**src/hdl/dcps_pkg.sv**
```systemverilog
// package: states, command codes, timing counts for the cke power-state block
package dcps_pkg;

    // ------------------------------------------------------------
    // clock and timing
    // ------------------------------------------------------------
    localparam int unsigned CLK_PERIOD_PS = 25000;
    localparam int unsigned CNT_W         = 9;
    localparam logic [CNT_W-1:0] XSRD_CYC = 9'h0c8;
    // times in ps, rounded up to whole clocks
    localparam int unsigned XSNR_PS   = 127500;
    localparam int unsigned XP_PS     = 2 * CLK_PERIOD_PS;
    localparam int unsigned XARD_PS   = 2 * CLK_PERIOD_PS;
    localparam int unsigned XARDS_PS  = 8 * CLK_PERIOD_PS;
    localparam int unsigned CKE_MIN   = 3;
    localparam int unsigned NBANK     = 4;
    localparam int unsigned MR_SLOW_EXIT_BIT = 12;

    // command code {cs_n, ras_n, cas_n, we_n}
    localparam logic [3:0] CMD_NOP     = 4'h7;
    localparam logic [3:0] CMD_REFRESH = 4'h1;
    localparam logic [3:0] CMD_READ    = 4'h5;

    typedef enum logic [2:0] {
        DCPS_ACTIVE,
        DCPS_PRE_PD,
        DCPS_ACT_PD,
        DCPS_SELF_REF
    } dcps_state_t;

    typedef struct packed {
        logic       cs_n;
        logic       ras_n;
        logic       cas_n;
        logic       we_n;
    } dcps_cmd_t;

    typedef struct packed {
        logic       buffers_on;
        logic       dll_frozen;
        logic       in_self_refresh;
        logic       in_power_down;
        logic       active_pd;
        logic       nonread_ok;
        logic       read_ok;
    } dcps_status_t;

    function automatic logic [CNT_W-1:0] cyc_up(input int unsigned ps);
        int unsigned c;
        c = (ps + CLK_PERIOD_PS - 1) / CLK_PERIOD_PS;
        if (c < 1) begin
            c = 1;
        end
        return c[CNT_W-1:0];
    endfunction

    localparam logic [CNT_W-1:0] XSNR_CYC  = cyc_up(XSNR_PS);
    localparam logic [CNT_W-1:0] XP_CYC    = cyc_up(XP_PS);
    localparam logic [CNT_W-1:0] XARD_CYC  = cyc_up(XARD_PS);
    localparam logic [CNT_W-1:0] XARDS_CYC = cyc_up(XARDS_PS);

endpackage

```
**src/hdl/dcps_exit_timer.sv**
```systemverilog
// down-counter that reports when an exit delay has elapsed
module dcps_exit_timer
    import dcps_pkg::*;
(
    input  wire logic             mclk_i,
    input  wire logic             sys_rst_i,
    input  wire logic             start_i,
    input  wire logic [CNT_W-1:0] load_i,
    output logic                  done_o
);
    logic [CNT_W-1:0] cnt_r;

    always_ff @(posedge mclk_i) begin
        if (sys_rst_i) begin
            cnt_r <= '0;
        end else if (start_i) begin
            cnt_r <= load_i;
        end else if (cnt_r != '0) begin
            cnt_r <= cnt_r - 1'b1;
        end
    end

    // the last count is the edge on which the delay ends, so a command
    // sampled there is already legal
    assign done_o = (cnt_r[CNT_W-1:1] == '0) && !start_i;
endmodule

```
**src/hdl/dcps_top.sv**
```systemverilog
// cke-driven power-state tracker: self refresh and power-down
// Notes on behaviour
// - refresh with cke first sampled low after high and all banks idle enters self refresh
// - exit delays count from first edge sampling cke high
// - cke low with nop or deselect enters power-down
// - idle banks give precharge power-down, open row active power-down
// - power-down disables buffers; precharge power-down freezes dll
// - cke high with nop or deselect exits power-down
// - no refresh inside power-down
module dcps_top
    import dcps_pkg::*;
(
    input  wire logic                      mclk_i,
    input  wire logic                      sys_rst_i,
    input  wire logic                      cke_i,
    input  wire dcps_pkg::dcps_cmd_t       cmd_i,
    input  wire logic [dcps_pkg::NBANK-1:0] bank_open_i,
    input  wire logic                      mr_slow_exit_i,
    input  wire logic                      odt_i,
    output dcps_pkg::dcps_status_t         status_o,
    output logic                           refresh_running_o,
    output logic                           cmd_violation_o
);
    import dcps_pkg::*;

    // ------------------------------------------------------------
    // cke synchroniser: three flops, change taken when 2 and 3 agree
    // ------------------------------------------------------------
    logic cke_s1_r, cke_s2_r, cke_s3_r, cke_q_r, cke_prev_r;
    wire  cke_nxt = (cke_s2_r == cke_s3_r) ? cke_s3_r : cke_q_r;

    always_ff @(posedge mclk_i) begin
        if (sys_rst_i) begin
            cke_s1_r   <= 1'b1;
            cke_s2_r   <= 1'b1;
            cke_s3_r   <= 1'b1;
            cke_q_r    <= 1'b1;
            cke_prev_r <= 1'b1;
        end else begin
            cke_s1_r   <= cke_i;
            cke_s2_r   <= cke_s1_r;
            cke_s3_r   <= cke_s2_r;
            cke_q_r    <= cke_nxt;
            cke_prev_r <= cke_q_r;
        end
    end

    // ------------------------------------------------------------
    // command decode
    // ------------------------------------------------------------
    wire [3:0] cmd_code = {cmd_i.cs_n, cmd_i.ras_n, cmd_i.cas_n, cmd_i.we_n};
    wire is_nop     = cmd_i.cs_n || (cmd_code == CMD_NOP);
    wire is_refresh = !cmd_i.cs_n && (cmd_code == CMD_REFRESH);
    wire is_read    = !cmd_i.cs_n && (cmd_code == CMD_READ);
    wire all_idle   = (bank_open_i == '0);
    wire fall       = cke_prev_r && !cke_q_r;
    wire rise       = !cke_prev_r && cke_q_r;

    // ------------------------------------------------------------
    // power-state machine
    // ------------------------------------------------------------
    dcps_state_t state_r, state_nxt;
    logic        from_sr_r, from_sr_nxt;
    logic        start_exit;

    always_comb begin
        state_nxt   = state_r;
        from_sr_nxt = from_sr_r;
        start_exit  = 1'b0;
        case (state_r)
            DCPS_ACTIVE: begin
                if (fall && is_refresh && all_idle) begin
                    state_nxt = DCPS_SELF_REF;
                end else if (fall && is_nop) begin
                    state_nxt = all_idle ? DCPS_PRE_PD
                                         : DCPS_ACT_PD;
                end
            end
            DCPS_PRE_PD, DCPS_ACT_PD: begin
                if (rise && is_nop) begin
                    state_nxt   = DCPS_ACTIVE;
                    from_sr_nxt = 1'b0;
                    start_exit  = 1'b1;
                end
            end
            DCPS_SELF_REF: begin
                // exit is asynchronous; counting starts at first high edge
                if (rise) begin
                    state_nxt   = DCPS_ACTIVE;
                    from_sr_nxt = 1'b1;
                    start_exit  = 1'b1;
                end
            end
            default: begin
                state_nxt = DCPS_ACTIVE;
            end
        endcase
    end

    always_ff @(posedge mclk_i) begin
        if (sys_rst_i) begin
            state_r   <= DCPS_ACTIVE;
            from_sr_r <= 1'b0;
        end else begin
            state_r   <= state_nxt;
            from_sr_r <= from_sr_nxt;
        end
    end

    // ------------------------------------------------------------
    // exit delay timers (whole clocks, rounded up)
    // ------------------------------------------------------------
    wire sr_exit = (state_r == DCPS_SELF_REF);
    wire [CNT_W-1:0] nonread_load = sr_exit ? XSNR_CYC : XP_CYC;
    wire [CNT_W-1:0] read_load =
        sr_exit ? XSRD_CYC :
        (state_r == DCPS_ACT_PD) ?
            (mr_slow_exit_i ? XARDS_CYC : XARD_CYC) : XP_CYC;
    logic nonread_done, read_done;

    dcps_exit_timer u_nonread (
        .mclk_i    (mclk_i),
        .sys_rst_i (sys_rst_i),
        .start_i   (start_exit),
        .load_i    (nonread_load),
        .done_o    (nonread_done)
    );

    dcps_exit_timer u_read (
        .mclk_i    (mclk_i),
        .sys_rst_i (sys_rst_i),
        .start_i   (start_exit),
        .load_i    (read_load),
        .done_o    (read_done)
    );

    // ------------------------------------------------------------
    // status and command checking
    // ------------------------------------------------------------
    wire in_pd  = (state_r == DCPS_PRE_PD) || (state_r == DCPS_ACT_PD);
    wire in_sr  = (state_r == DCPS_SELF_REF);
    wire active = (state_r == DCPS_ACTIVE);
    // commands during pending exit: nops only; reads need read delay
    wire bad_cmd = active && cke_q_r &&
                   ((!nonread_done && !is_nop) ||
                    (is_read && !read_done) ||
                    (from_sr_r && !read_done && odt_i));
    dcps_status_t status_nxt;

    always_comb begin
        status_nxt.buffers_on      = !(in_pd || in_sr);
        status_nxt.dll_frozen      = (state_r == DCPS_PRE_PD) || in_sr;
        status_nxt.in_self_refresh = in_sr;
        status_nxt.in_power_down   = in_pd;
        status_nxt.active_pd       = (state_r == DCPS_ACT_PD);
        status_nxt.nonread_ok      = active && nonread_done;
        status_nxt.read_ok         = active && read_done;
    end

    always_ff @(posedge mclk_i) begin
        if (sys_rst_i) begin
            status_o          <= '0;
            refresh_running_o <= 1'b0;
            cmd_violation_o   <= 1'b0;
        end else begin
            status_o          <= status_nxt;
            refresh_running_o <= in_sr;
            cmd_violation_o   <= bad_cmd;
        end
    end

    // ------------------------------------------------------------
    // checks
    // ------------------------------------------------------------
    property p_sr_entry;
        @(posedge mclk_i) disable iff (sys_rst_i)
        (active && fall && is_refresh && all_idle) |=> in_sr;
    endproperty
    a_sr_entry: assert property (p_sr_entry)
        else $error("self refresh not entered");

    property p_pd_kind;
        @(posedge mclk_i) disable iff (sys_rst_i)
        (active && fall && is_nop && !is_refresh) |=>
            (state_r == ($past(all_idle) ? DCPS_PRE_PD : DCPS_ACT_PD));
    endproperty
    a_pd_kind: assert property (p_pd_kind)
        else $error("wrong power-down kind");

    property p_pd_exit;
        @(posedge mclk_i) disable iff (sys_rst_i)
        (in_pd && rise && is_nop) |=> active ##0 !nonread_done;
    endproperty
    a_pd_exit: assert property (p_pd_exit)
        else $error("power-down exit missed");

    property p_xsrd;
        @(posedge mclk_i) disable iff (sys_rst_i)
        (in_sr && rise) |=> (!read_done && !start_exit) [*8];
    endproperty
    a_xsrd: assert property (p_xsrd)
        else $error("read delay ended early");

    property p_buffers;
        @(posedge mclk_i) disable iff (sys_rst_i)
        in_pd |=> !status_o.buffers_on;
    endproperty
    a_buffers: assert property (p_buffers)
        else $error("buffers on in power-down");

    property p_dll_freeze;
        @(posedge mclk_i) disable iff (sys_rst_i)
        (state_r == DCPS_ACT_PD) |=> !status_o.dll_frozen;
    endproperty
    a_dll_freeze: assert property (p_dll_freeze)
        else $error("dll frozen in active power-down");

    property p_xp;
        @(posedge mclk_i) disable iff (sys_rst_i)
        ((state_r == DCPS_PRE_PD) && rise && is_nop) |=>
            !nonread_done ##1 nonread_done;
    endproperty
    a_xp: assert property (p_xp)
        else $error("exit delay length wrong");

    property p_no_refresh_pd;
        @(posedge mclk_i) disable iff (sys_rst_i)
        in_pd |=> !refresh_running_o;
    endproperty
    a_no_refresh_pd: assert property (p_no_refresh_pd)
        else $error("refresh flagged in power-down");
endmodule

```
**config.mk**
```make
export PLATFORM = sky130hd
export DESIGN_NAME = dcps_top
export DESIGN_NICKNAME = d
export VERILOG_FILES = /design/src/hdl/dcps_pkg.sv /design/src/hdl/dcps_exit_timer.sv /design/src/hdl/dcps_top.sv
export SDC_FILE = /design/constraint.sdc
export NUM_CORES = 1
export LEC_CHECK = 0
export CORE_MARGIN = 10
export CORE_UTILIZATION = 45
export CTS_CLUSTER_DIAMETER = 200
export CTS_CLUSTER_SIZE = 24
export DETAILED_ROUTE_END_ITERATION = 8
export DONT_BUFFER_PORTS = 1
export SYNTH_ARGS = -nofsm -noshare
export SYNTH_HDL_FRONTEND = slang
export SYNTH_SLANG_ARGS = --single-unit
```
**constraint.sdc**
```tcl
create_clock -name mclk_i -period 2 [get_ports mclk_i]
set_input_delay 0.4 -clock mclk_i [delete_from_list [all_inputs] [get_ports mclk_i]]
set_output_delay 0.4 -clock mclk_i [all_outputs]
set_load 0.05 [all_outputs]
```
==> results.md, run 1 <==
- Of the post-synthesis cell area, the dominant cell type holds between 40% and 50%.
- The post-route clock period utilization is just over 90%.
- The end point of the worst hold path is refresh_running_o$_SDFF_PP0_.
- The number of H-tree branching levels is 2.
- The proportion of synthesized chip area in sequential cells is between 40 and 50%.
- Counting instances, the worst hold path has a depth of 1.
- The number of DRC markers in iteration 0 is 98.
- Counting distinct cell types in the post-synthesis netlist gives 46.
- The worst flop-to-flop path endpoint is u_read.cnt_r[1]$_SDFFE_PP0P_.
- The number of global-route vias before repair is between 1,000 and 1,500.
- The number of iterations in the first detailed-routing pass is 4.
- Summed over all layers, the global routing overflow is 0.
- The final-report max-slew violation count came to 0.
- The final routed wire length divided by cell count is 13.8 µm.
- The critical path's slowest cell is or4b_1.
- At the later pin of the worst-skew pair, clock insertion delay measures around 320 ps.
- Across the VDD grid, the largest voltage drop is 0.631 mV.
- TritonCTS built the clock tree.
- The final cell utilization of the core is between 50% and 60%.
- For this run, the post-layout net count is between 200 and 250.
- Dividing the detail-routed via count by the number of cells gives roughly 5.4.
- The count of pins on the block boundary is 22.
- Synthesis produced a netlist whose cell count is 182.
- The number of buffers on the longest clock path is 2.
- The class of the most critical setup path is reg2reg.
- The leakage power figure is 0.668 nW.
- The overall power after layout is 2.64 mW.
- STA classifies the critical path startpoint as a flop.
- Setup repair after global routing left no endpoint under its margin.
- Adding up every negative setup slack in the final design gives 0 ps.
- Counting the buffers created by CTS gives 5.
- The average cell area after synthesis is between 8 and 9 µm².
- The first global-routing pass estimated ~5.6 mm of wire.
- The overall die area is 6300 µm².
- The clock root buffer is clkbuf_4.
- The run finished with clean final reports.
- STA classifies the critical path endpoint as a flop.
- The final critical path time including I/O delays and setup is 1830 ps.
- The remaining routing DRC violations is 0.
- Of all nets on the critical path, the largest fanout is 5.
- The required time reported for the critical path endpoint is between 2000 and 2500 ps.
- Before CTS, the worst setup slack after placement is ~120 ps.
- The number of cells in the finished layout apart from fillers is roughly 240.
- The clock transition at the registers of the reported paths is between 100 and 150 ps.
- The residual antenna-violating net count after detailed routing is 0.
- The peak per-stage delay on the critical path is about 520 ps.
- The worst register-to-register path begins at u_read.cnt_r[0]$_SDFFE_PP0P_.
- The worst clock skew is 7.10 ps.
- By area the synthesized netlist is led by dfxtp_1, nor2_1, ha_1.
- The tool flagged a number of max-cap violations equal to 0.
- The setup slack of the critical path after layout is between 150 and 200 ps.
- The final count of hold timing violations was 0.
- For this configuration, the core starts out at a cell density of between 40% and 50%.
- The buffer count from post-CTS setup fixing is 0.
- The floorplan has 21 rows.
- Summed over all nets, the half-perimeter wirelength after detailed placement is around 2.4 mm.
- The die is a little under 80 µm wide.
- The die boundary height is 79.4 µm.
- The worst hold-check path type is in2reg.
- The worst hold path begins at sys_rst_i.
- The largest net degree at the start of global routing is 14.
- The total wire length is 3.26 mm.
- The most used flip-flop cell after synthesis is dfxtp_1.
- The total of fill cells in the finished design is approximately 340.
- For this run, the total global-route usage over all layers was measured as a little over a tenth.
- The initial antenna violation count came to 0.
- The placed instances occupy a cell area of between 1500 and 2000 µm².
- The ratio of cells with drive above 1 in the final layout is 13.7%.
- Summing over every cut layer, the via total after detailed routing is roughly 1,300.
- After synthesis the netlist holds a flip-flop and latch count of 34.
- Yosys mapped a number of flops with a built-in enable equal to 0.
- The post-synthesis net count is roughly 200.
- The post-synthesis instance area is 1590 µm².
- The cell area power density is 1520 nW/µm².
- The count of yosys warnings during synthesis is 0.
- In the final layout, flip-flops and latches occupy just under 700 µm².
- The clock net in this run drives a total of 34 sinks.
- The final RePlAce weighted congestion is 0.831.
- The actual transition at the worst max-transition pin is roughly 500 ps.
- Traced cell by cell, the critical path runs through inv_1 > ha_1 > or4b_1 > or2_1 > o21ai_1 > o22ai_1.
- The number of antenna diodes in the final layout is 0.
- The library cell with the largest summed area after synthesis is dfxtp_1.
- The number of setup violations in the final report is 0.
- The worst relative slew slack is between 60 and 70%.
- For flop-to-flop paths, the worst setup slack is 170 ps.
- The relative area change from synthesis to final layout is 9.23%.
- Measured in cells, the most critical reg-to-reg path has a length of 6.
- After routing the design area is between 1500 and 2000 µm².
- The core region is about 3400 µm².
- The maximum operating frequency is roughly 550 MHz.
- In this run the tool buffered the top-level ports with 0 buffer cells.
- For this run, asynchronously set or reset flops after synthesis account for 0%.
- The worst hold slack after final layout is approximately 130 ps.
- At the worst endpoint, the arrival time is around 2000 ps.
- The cell count after placement is ~230.
- The multi-input gate area in the final layout is 837 µm².
cells by family after synthesis:
kind of cell,count (synthesis),synth area share [%]
flops,34,42.9
compound gates,36,14.0
simple gates,79,27.2
mux,2,1.26
buf+inv,15,4.34
fa+ha+maj,6,4.74
xor+xnor,10,5.52
metal layers:
layer,GRT usage (%),vias up,wire (µm)
li1,-,650,-
met1,12.9,596,1490
met2,17.5,25,1560
met3,3.94,2,193
met4,2.87,0,19
met5,0,-,0
synthesized netlist by cell type, types with 2 or more instances:
cell type and n:
a31oi_1 3, nor3_1 5, a21oi_1 11, xnor2_1 5
nand3_1 3, xor2_1 5, or4_1 2, nand2_1 12
o21ai_0 7, or4b_1 3, or3b_2 2, o21ai_1 3
o211ai_1 3, mux2i_1 2, nor4_1 4, ha_1 6
nor2b_1 3, or2_2 4, nand2b_1 4, clkbuf_1 3
inv_1 8, nor2_1 26, dfxtp_1 34, nor4_2 2
worst max-delay path: cells and delay by family, from the launching register on:
family,cells,cell delay [ps]
DFF,1,380
buffers and inverters,1,90
adders and majority gates,1,200
and+or+nand+nor,2,830
AOI/OAI and AO/OA,2,230
what timing repair did:
action / CTS / global route
resized for setup: 0 / 2
hold buffers: 0 / 0
setup endpoints to repair: 0 / 4
worst max-delay path by stage:
stage	startpoint	cells past startpoint	to
6_report	u_read.cnt_r[0]$_SDFFE_PP0P_	6	u_read.cnt_r[1]$_SDFFE_PP0P_
4_1_cts	state_r[1]$_SDFFE_PP0P_	6	u_nonread.cnt_r[2]$_SDFFE_PP0P_
3_5_place_dp	state_r[1]$_SDFFE_PP0P_	6	u_nonread.cnt_r[2]$_SDFFE_PP0P_
3_3_place_gp	state_r[0]$_SDFFE_PP0P_	6	u_nonread.cnt_r[2]$_SDFFE_PP0P_
2_1_floorplan	u_read.cnt_r[0]$_SDFFE_PP0P_	7	u_read.cnt_r[1]$_SDFFE_PP0P_
5_1_grt	state_r[1]$_SDFFE_PP0P_	7	u_nonread.cnt_r[6]$_SDFFE_PP0P_
cell usage in the layout, fill, tap and decap left out, drive strengths merged, types with 2 or more instances in the layout:
cell type	netlist	layout
nand2	12	12
or4b	3	3
xnor2	5	5
clkinv	1	3
nand3	3	3
clkbuf	3	5
o21ai	10	10
nor3	6	6
or4	3	3
nor2	26	26
xor2	5	5
ha	6	6
nor4	6	6
nor2b	3	3
or2	6	6
a21oi	11	11
a31oi	3	3
mux2i	2	2
buf	3	6
dfxtp	34	34
nand2b	4	4
or3b	2	2
inv	8	8
o211ai	3	3
power breakdown:
group          internal (mW)  switching (mW)
logic                  0.494           0.536
clock network          0.259           0.229
registers              0.843           0.278
total                   1.60            1.04
sequential cells by signal, indices dropped and copies added (netlist names):
register,flops
u_nonread.cnt_r,9
u_read.cnt_r,9
status_o,6
state_r,2
cke_prev_r,1
cke_q_r,1
cke_s1_r,1
cke_s2_r,1
cke_s3_r,1
cmd_violation_o,1
from_sr_r,1
refresh_running_o,1
area by class of cell:
| class | count | area share, % |
|---|---|---|
| clock buffer | 5 | 2.17 |
| clock inverter | 3 | 2.31 |
| inverter | 9 | 1.95 |
| multi-input combinational | 133 | 48.3 |
| sequential | 34 | 39.3 |
| tap | 46 | 3.32 |
| timing repair buffer | 6 | 2.60 |
Note: power is estimated with default switching activity, not from simulation.
==> run 2, diff against run 1 <==
--- a/config.mk
+++ b/config.mk
@@ -5,7 +5,6 @@
 export SDC_FILE = /design/constraint.sdc
 export NUM_CORES = 1
 export LEC_CHECK = 0
-export CORE_MARGIN = 10
 export CORE_UTILIZATION = 45
 export CTS_CLUSTER_DIAMETER = 200
 export CTS_CLUSTER_SIZE = 24
==> run 2 against run 1 <==
- clock-buffer cell count is 2 higher
- non-clock buffer count stayed put
- first-iteration DRC count is 54% lower
- highest routed layer unchanged
==> results.md, run 2 (synthesis gave the netlist of run 1 again) <==
- Result of the run: complete, no violations (unchanged).
- The residual antenna-violating net count after detailed routing is 0 (unchanged).
- The leading cell type in the layout, fill and taps excluded is dfxtp_1 (unchanged).
- The final count of hold timing violations is 0 (unchanged).
- The clock root buffer was clkbuf_4 (unchanged).
- The met2 global-route usage is 27.0% (was 17.5%).
- The remaining routing DRC violations was 0 (unchanged).
- The final critical path time including I/O delays and setup is 1840 ps (was 1830 ps).
- The layer with the highest usage after global routing is met2 (unchanged).
- The clock transition at the registers of the reported paths was 100 ps (was 110 ps).
- The worst ir drop on vdd is 0.728 mV (was 0.631 mV).
- The sum of overflow across all layers after global routing is 0 (unchanged).
- The ratio of cells with drive above 1 in the final layout was 12.6% (was 13.7%).
- The post-route clock period utilization is 92.1% (was 91.5%).
- The final RePlAce weighted congestion is 0.838 (was 0.831).
- The starting density of the core is 47.1% (unchanged).
- The number of antenna cells inserted is 0 (unchanged).
- The largest net degree at the start of global routing came to 14 (unchanged).
- Unrepaired setup endpoints after global routing: no (unchanged).
- The clock buffer count from CTS is 5 (unchanged).
- The count of buffers from port buffering is 0 (unchanged).
- The post-cts hold buffer count was 0 (unchanged).
- The relative area change from synthesis to final layout is 9.16% (was 9.23%).
- The number of buffers on the longest clock path is 2 (unchanged).
- The width of the die came to 61.4 µm (was 79.4 µm).
- The overall die area is 3760 µm² (was 6300 µm²).
- The clock latency of the later-clocked register in the worst-skew pair is 330 ps (was 320 ps).
- The wire length of the first global-routing pass is 4.72 mm (was 5.64 mm).
- The class of the most critical setup path is reg2reg (unchanged).
- Leading cell types in the layout, fill and taps excluded: dfxtp_1, nor2_1, a21oi_1, nand2_1, inv_1 (was dfxtp_1, nor2_1, nand2_1).
- The maximum operating frequency is 543 MHz (was 546 MHz).
- The number of global-route vias before repair is 1,117 (was 1,280).
- The final routed wire length divided by cell count was 12.5 µm (was 13.8 µm).
- The post-DP HPWL is 2.21 mm (was 2.45 mm).
- The endpoint class of the critical path is a flop (unchanged).
- The routed via count divided by cell count was 5.31 (was 5.39).
- The detailed-route via count is 1,254 (was 1,273).
- The required time reported for the critical path endpoint is 2220 ps (about the same).
- The maximum net fanout on the critical path is 9 (was 5).
- The number of clock sinks seen by CTS is 34 (unchanged).
- The row count is 21 (unchanged).
- The met3 track utilization from global routing is 3.78% (was 3.94%).
- The global-route total usage across every layer is 17.4% (was 10.7%).
- The global-route met1 utilization came to 22.5% (was 12.9%).
- The nature of the critical path startpoint is a flop (unchanged).
- The number of setup violations in the final report is 0 (unchanged).
- Largest registers: u_nonread.cnt_r: 9 flops, u_read.cnt_r: 9 flops, status_o: 6 flops (unchanged).
- The worst relative slew slack was 67.5% (was 66.6%).
- The setup TNS came to 0 ps (unchanged).
- The worst hold-check path type is in2reg (unchanged).
- The slack of the worst reg-to-reg path was 160 ps (was 170 ps).
- The max-cap check violation count is 0 (unchanged).
- The critical path's slowest cell is a211o_1 (was or4b_1).
- The number of DRC markers in iteration 0 is 45 (was 98).
- The total wire length was 2.94 mm (was 3.26 mm).
- The cell area power density is 1520 nW/µm² (about the same).
- The final-report max-slew violation count was 0 (unchanged).
- The number of iterations in the first detailed-routing pass is 4 (unchanged).
- The leakage power figure was 0.662 nW (was 0.668 nW).
- The worst clock skew is 6.00 ps (was 7.10 ps).
- The peak per-stage delay on the critical path is 410 ps (was 520 ps).
- The die boundary height is 61.4 µm (was 79.4 µm).
- The signal arrival time at the worst endpoint is 2060 ps (was 2050 ps).
- The placed standard-cell area is 1650 µm² (unchanged).
- The final layout net count is 208 (unchanged).
- The actual transition at the worst max-transition pin is 487 ps (was 499 ps).
- Cells along the critical path: inv_1 > ha_1 > a21oi_1 > a211o_1 > o21ai_0 > a31oi_1 (was inv_1 > ha_1 > or4b_1 > or2_1 > o21ai_1 > o22ai_1).
- The number of H-tree branching levels was 2 (unchanged).
- The initial antenna violation count came to 0 (unchanged).
- The cell area after layout is 1730 µm² (about the same).
- The area of the core was 3360 µm² (unchanged).
- The count of pins on the block boundary is 22 (unchanged).
- The CTS tree is built (unchanged).
-- run 2: where the power goes --
part           switching [mW]  leakage [nW]  internal (mW)  total [mW]
combinational           0.550         0.344          0.504        1.05
clock                   0.221        0.0395          0.265       0.486
sequential              0.256         0.279          0.843        1.10
-- run 2: final timing paths --
kind | start | to | cells after the start
worst max-delay path | state_r[0]$_SDFFE_PP0P_ | u_nonread.cnt_r[2]$_SDFFE_PP0P_ | 6
worst min register to register | cke_s1_r$_SDFF_PP1_ | cke_s2_r$_SDFF_PP1_ | 1
worst min-delay path | sys_rst_i | refresh_running_o$_SDFF_PP0_ | 1
worst max register to register | state_r[0]$_SDFFE_PP0P_ | u_nonread.cnt_r[2]$_SDFFE_PP0P_ | 6
-- run 2: what timing repair did --
item,in CTS,in global routing
gates resized for setup,0,1
buffers inserted,0,0
setup endpoints to repair,0,12
-- run 2: cell type report --
type	count	area, µm²
repair buffers	6	45.0
clock buffers	7	45.0
multi-input cells	133	838
flip-flops and latches	34	681
well taps	46	57.6
inverters	9	33.8
clock inverters	1	30.0
fillers	349	1630
-- run 2: stage by stage --
step | power, mW | util (%) | hold slack [ps] | worst slack [ps] | std cells
6_report | 2.64 | 51.5 | 120 | 157 | 236
5_1_grt | 2.85 | 51.5 | 103 | 46.6 | 236
4_1_cts | 2.66 | 51.4 | 107 | 16.4 | 236
3_5_place_dp | 2.16 | 49.1 | 394 | 32.5 | 228
3_3_place_gp | 2.15 | 49.1 | 396 | 123 | 228
2_1_floorplan | 1.97 | - | 389 | 293 | 182
-- run 2: metal layers --
layer  vias up  wire length (µm)
li1        651                 -
met1       575              1410
met2        21              1360
met3         7                95
met4         0                72
met5         -                 0
-- run 2: worst max-delay path: cells and delay by family, from the launching register on --
kind | cells | cell delay, ps
AO/OA/AOI/OAI | 4 | 880
flip-flops | 1 | 400
adder cells (fa/ha/maj) | 1 | 370
buffers and inverters | 1 | 80
==> run 3, diff against run 2 <==
--- a/config.mk
+++ b/config.mk
@@ -10,6 +10,7 @@
 export CTS_CLUSTER_SIZE = 24
 export DETAILED_ROUTE_END_ITERATION = 8
 export DONT_BUFFER_PORTS = 1
+export RECOVER_POWER = 50
 export SYNTH_ARGS = -nofsm -noshare
 export SYNTH_HDL_FRONTEND = slang
 export SYNTH_SLANG_ARGS = --single-unit
==> run 3 against run 2 <==
- register-to-register slack hardly changed
- core utilization is 0.37 points lower
- critical path depth stayed put
- via count is 0.16% lower
- first-iteration DRC count is 6.7% higher
- hold slack hardly changed
- clock power hardly changed
- final area is 0.72% lower
- power is 0.23% lower
- final cell count stayed put
- clock-buffer cell count stayed put
- critical endpoint unchanged
==> results.md, run 3 (synthesis gave the netlist of run 1 again) <==
- The switching power came to 1.02 mW (was 1.03 mW).
- The starting density of the core is 47.1% (unchanged).
- The final-report max-slew violation count is 0 (unchanged).
- The clock network fraction of design power is 18.4% (about the same).
- The maximum operating frequency is 541 MHz (was 543 MHz).
- The cell area after layout is 1720 µm² (was 1730 µm²).
- The count of buffers from port buffering was 0 (unchanged).
- The setup slack of the critical path after layout is 151 ps (was 157 ps).
- The class of the most critical setup path is reg2reg (unchanged).
- The worst flop-to-flop path endpoint is u_nonread.cnt_r[2]$_SDFFE_PP0P_ (unchanged).
- The cell area power density is 1530 nW/µm² (was 1520 nW/µm²).
- The post-cts hold buffer count came to 0 (unchanged).
- The combinational group share of total power was 39.9% (about the same).
- The post-place setup slack came to 32.5 ps (unchanged).
- The residual antenna-violating net count after detailed routing is 0 (unchanged).
- The placed standard-cell area was 1650 µm² (unchanged).
- The worst reg-to-reg path cell count is 6 (unchanged).
- The row count is 21 (unchanged).
- The clock latency of the later-clocked register in the worst-skew pair came to 330 ps (about the same).
- The worst ir drop on vdd came to 0.725 mV (was 0.728 mV).
- The sum of overflow across all layers after global routing is 0 (unchanged).
- The met1 wire length is 1.43 mm (was 1.41 mm).
- The number of iterations in the first detailed-routing pass is 4 (unchanged).
- The final routed wire length divided by cell count is 12.5 µm (about the same).
- The signal arrival time at the worst endpoint came to 2070 ps (was 2060 ps).
- The area of the core was 3360 µm² (unchanged).
- The worst hold-check path type is in2reg (unchanged).
- The end point of the worst hold path is refresh_running_o$_SDFF_PP0_ (unchanged).
- The final cell utilization of the core came to 51.1% (was 51.5%).
- Unrepaired setup endpoints after global routing: no (unchanged).
- Cells along the critical path: inv_1 > ha_1 > a21oi_1 > a211o_1 > o21ai_0 > a31oi_1 (unchanged).
- The startpoint of the lowest-slack hold path is sys_rst_i (unchanged).
- The max-cap check violation count is 0 (unchanged).
- The uppermost layer routed is met4 (unchanged).
- The cell type group with the largest total delay on the critical path is compound AO/OA/AOI/OAI gates (unchanged).
- The critical register-to-register path startpoint is state_r[0]$_SDFFE_PP0P_ (unchanged).
- The final RePlAce weighted congestion was 0.838 (unchanged).
- The CTS tree is built (unchanged).
- The part of the power in registers was 41.6% (about the same).
- The number of cells traversed by the worst hold path is 1 (unchanged).
- The count of pins on the block boundary is 22 (unchanged).
- The final count of hold timing violations is 0 (unchanged).
- The worst clock skew was 5.01 ps (was 6.00 ps).
- The total wire length came to 2.96 mm (was 2.94 mm).
- The ratio of cells with drive above 1 in the final layout is 11.6% (was 12.6%).
- The clock root buffer was clkbuf_4 (unchanged).
- The final layout net count is 208 (unchanged).
- The internal power component came to 1.61 mW (about the same).
- The critical path's slowest cell was a211o_1 (unchanged).
- The leakage power figure came to 0.655 nW (was 0.662 nW).
- The width of the die is 61.4 µm (unchanged).
- The met2 wire length is 1.37 mm (was 1.36 mm).
- The maximum net fanout on the critical path is 9 (unchanged).
- The routed via count divided by cell count is 5.31 (about the same).
- The detailed-route via count is 1,252 (was 1,254).
- The peak per-stage delay on the critical path came to 410 ps (about the same).
- The initial antenna violation count came to 0 (unchanged).
- The clock buffer count from CTS is 5 (unchanged).
- The setup TNS is 0 ps (unchanged).
- The number of H-tree branching levels is 2 (unchanged).
- The largest net degree at the start of global routing is 14 (unchanged).
- The number of buffers on the longest clock path is 2 (unchanged).
- The global-route total usage across every layer was 17.4% (unchanged).
- The number of antenna cells inserted is 0 (unchanged).
- Leading cell types in the layout, fill and taps excluded: dfxtp_1, nor2_1, a21oi_1, nand2_1, inv_1 (unchanged).
- The post-DP HPWL is 2.21 mm (unchanged).
- The buffer count from post-CTS setup fixing was 0 (unchanged).
- The slack of the worst reg-to-reg path is 150 ps (was 160 ps).
- The relative area change from synthesis to final layout came to 8.37% (was 9.16%).
- The number of setup violations in the final report came to 0 (unchanged).
- The endpoint class of the critical path is a flop (unchanged).
- The overall power after layout is 2.63 mW (was 2.64 mW).
- Largest registers: u_nonread.cnt_r: 9 flops, u_read.cnt_r: 9 flops, status_o: 6 flops (unchanged).
- The die boundary height is 61.4 µm (unchanged).
- The fraction of power spent switching nets is 38.9% (about the same).
- The worst relative slew slack is 47.3% (was 67.5%).
- The required time reported for the critical path endpoint is 2220 ps (about the same).
- The met3 routed wirelength is 87 µm (was 95 µm).
- The remaining routing DRC violations came to 0 (unchanged).
- The leading cell type in the layout, fill and taps excluded was dfxtp_1 (unchanged).
- Result of the run: complete, no violations (unchanged).
- The overall die area is 3760 µm² (unchanged).
- The clock transition at the registers of the reported paths was 100 ps (about the same).
- The number of gates resized after cts was 0 (unchanged).
- The number of global-route vias before repair came to 1,117 (unchanged).
- The number of buffer and inverter instances along the worst setup path is 1 (unchanged).
- The wire length of the first global-routing pass is 4.72 mm (unchanged).
- The number of DRC markers in iteration 0 is 48 (was 45).
- The number of clock sinks seen by CTS is 34 (unchanged).
- The final critical path time including I/O delays and setup came to 1850 ps (was 1840 ps).
- The actual transition at the worst max-transition pin is 783 ps (was 487 ps).
- The nature of the critical path startpoint is a flop (unchanged).
- The post-route clock period utilization is 92.4% (was 92.1%).
-- run 3: per-stage QoR --
stage,hold slack [ps],cells
4_1_cts,107,236
5_1_grt,103,236
6_report,120,236
3_3_place_gp,396,228
2_1_floorplan,389,182
3_5_place_dp,394,228
-- run 3: power groups by stage --
| stage | registers [mW] | clock network (mW) | logic [mW] |
|---|---|---|---|
| 3_5_place_dp | 1.12 | 0 | 1.05 |
| 4_1_cts | 1.10 | 0.504 | 1.06 |
| 6_report | 1.10 | 0.485 | 1.05 |
| 2_1_floorplan | 1.10 | 0 | 0.871 |
| 5_1_grt | 1.12 | 0.528 | 1.20 |
| 3_3_place_gp | 1.11 | 0 | 1.04 |
-- run 3: final cells by class --
class,instances,area (µm²)
fillers,354,1650
clock buffers,7,45.0
well taps,46,57.6
flip-flops and latches,34,681
inverters,9,33.8
clock inverters,1,30.0
multi-input cells,133,832
repair buffers,6,38.8
-- run 3: worst max path at each step --
stage                                      start                         endpoint  slack, ps  cells past startpoint
finish                   state_r[0]$_SDFFE_PP0P_  u_nonread.cnt_r[2]$_SDFFE_PP0P_        150                      6
floorplan           u_read.cnt_r[0]$_SDFFE_PP0P_     u_read.cnt_r[1]$_SDFFE_PP0P_        290                      7
CTS                      state_r[0]$_SDFFE_PP0P_     u_read.cnt_r[1]$_SDFFE_PP0P_         20                      6
global placement         state_r[0]$_SDFFE_PP0P_     u_read.cnt_r[1]$_SDFFE_PP0P_        120                      6
detailed placement       state_r[0]$_SDFFE_PP0P_     u_read.cnt_r[1]$_SDFFE_PP0P_         30                      6
global route             state_r[0]$_SDFFE_PP0P_  u_nonread.cnt_r[2]$_SDFFE_PP0P_         50                      6
-- run 3: routing by layer --
metal,vias up,global-route usage [%]
li1,652,-
met2,16,27.0
met1,577,22.5
met4,0,9.52
met3,7,3.78
met5,-,0
-- run 3: worst register-to-register path: cells and delay by family, from the launching register on --
family                     cells  cell delay, ps
adders and majority gates      1             380
DFF                            1             390
buffers and inverters          1              80
AOI/OAI and AO/OA              4             880
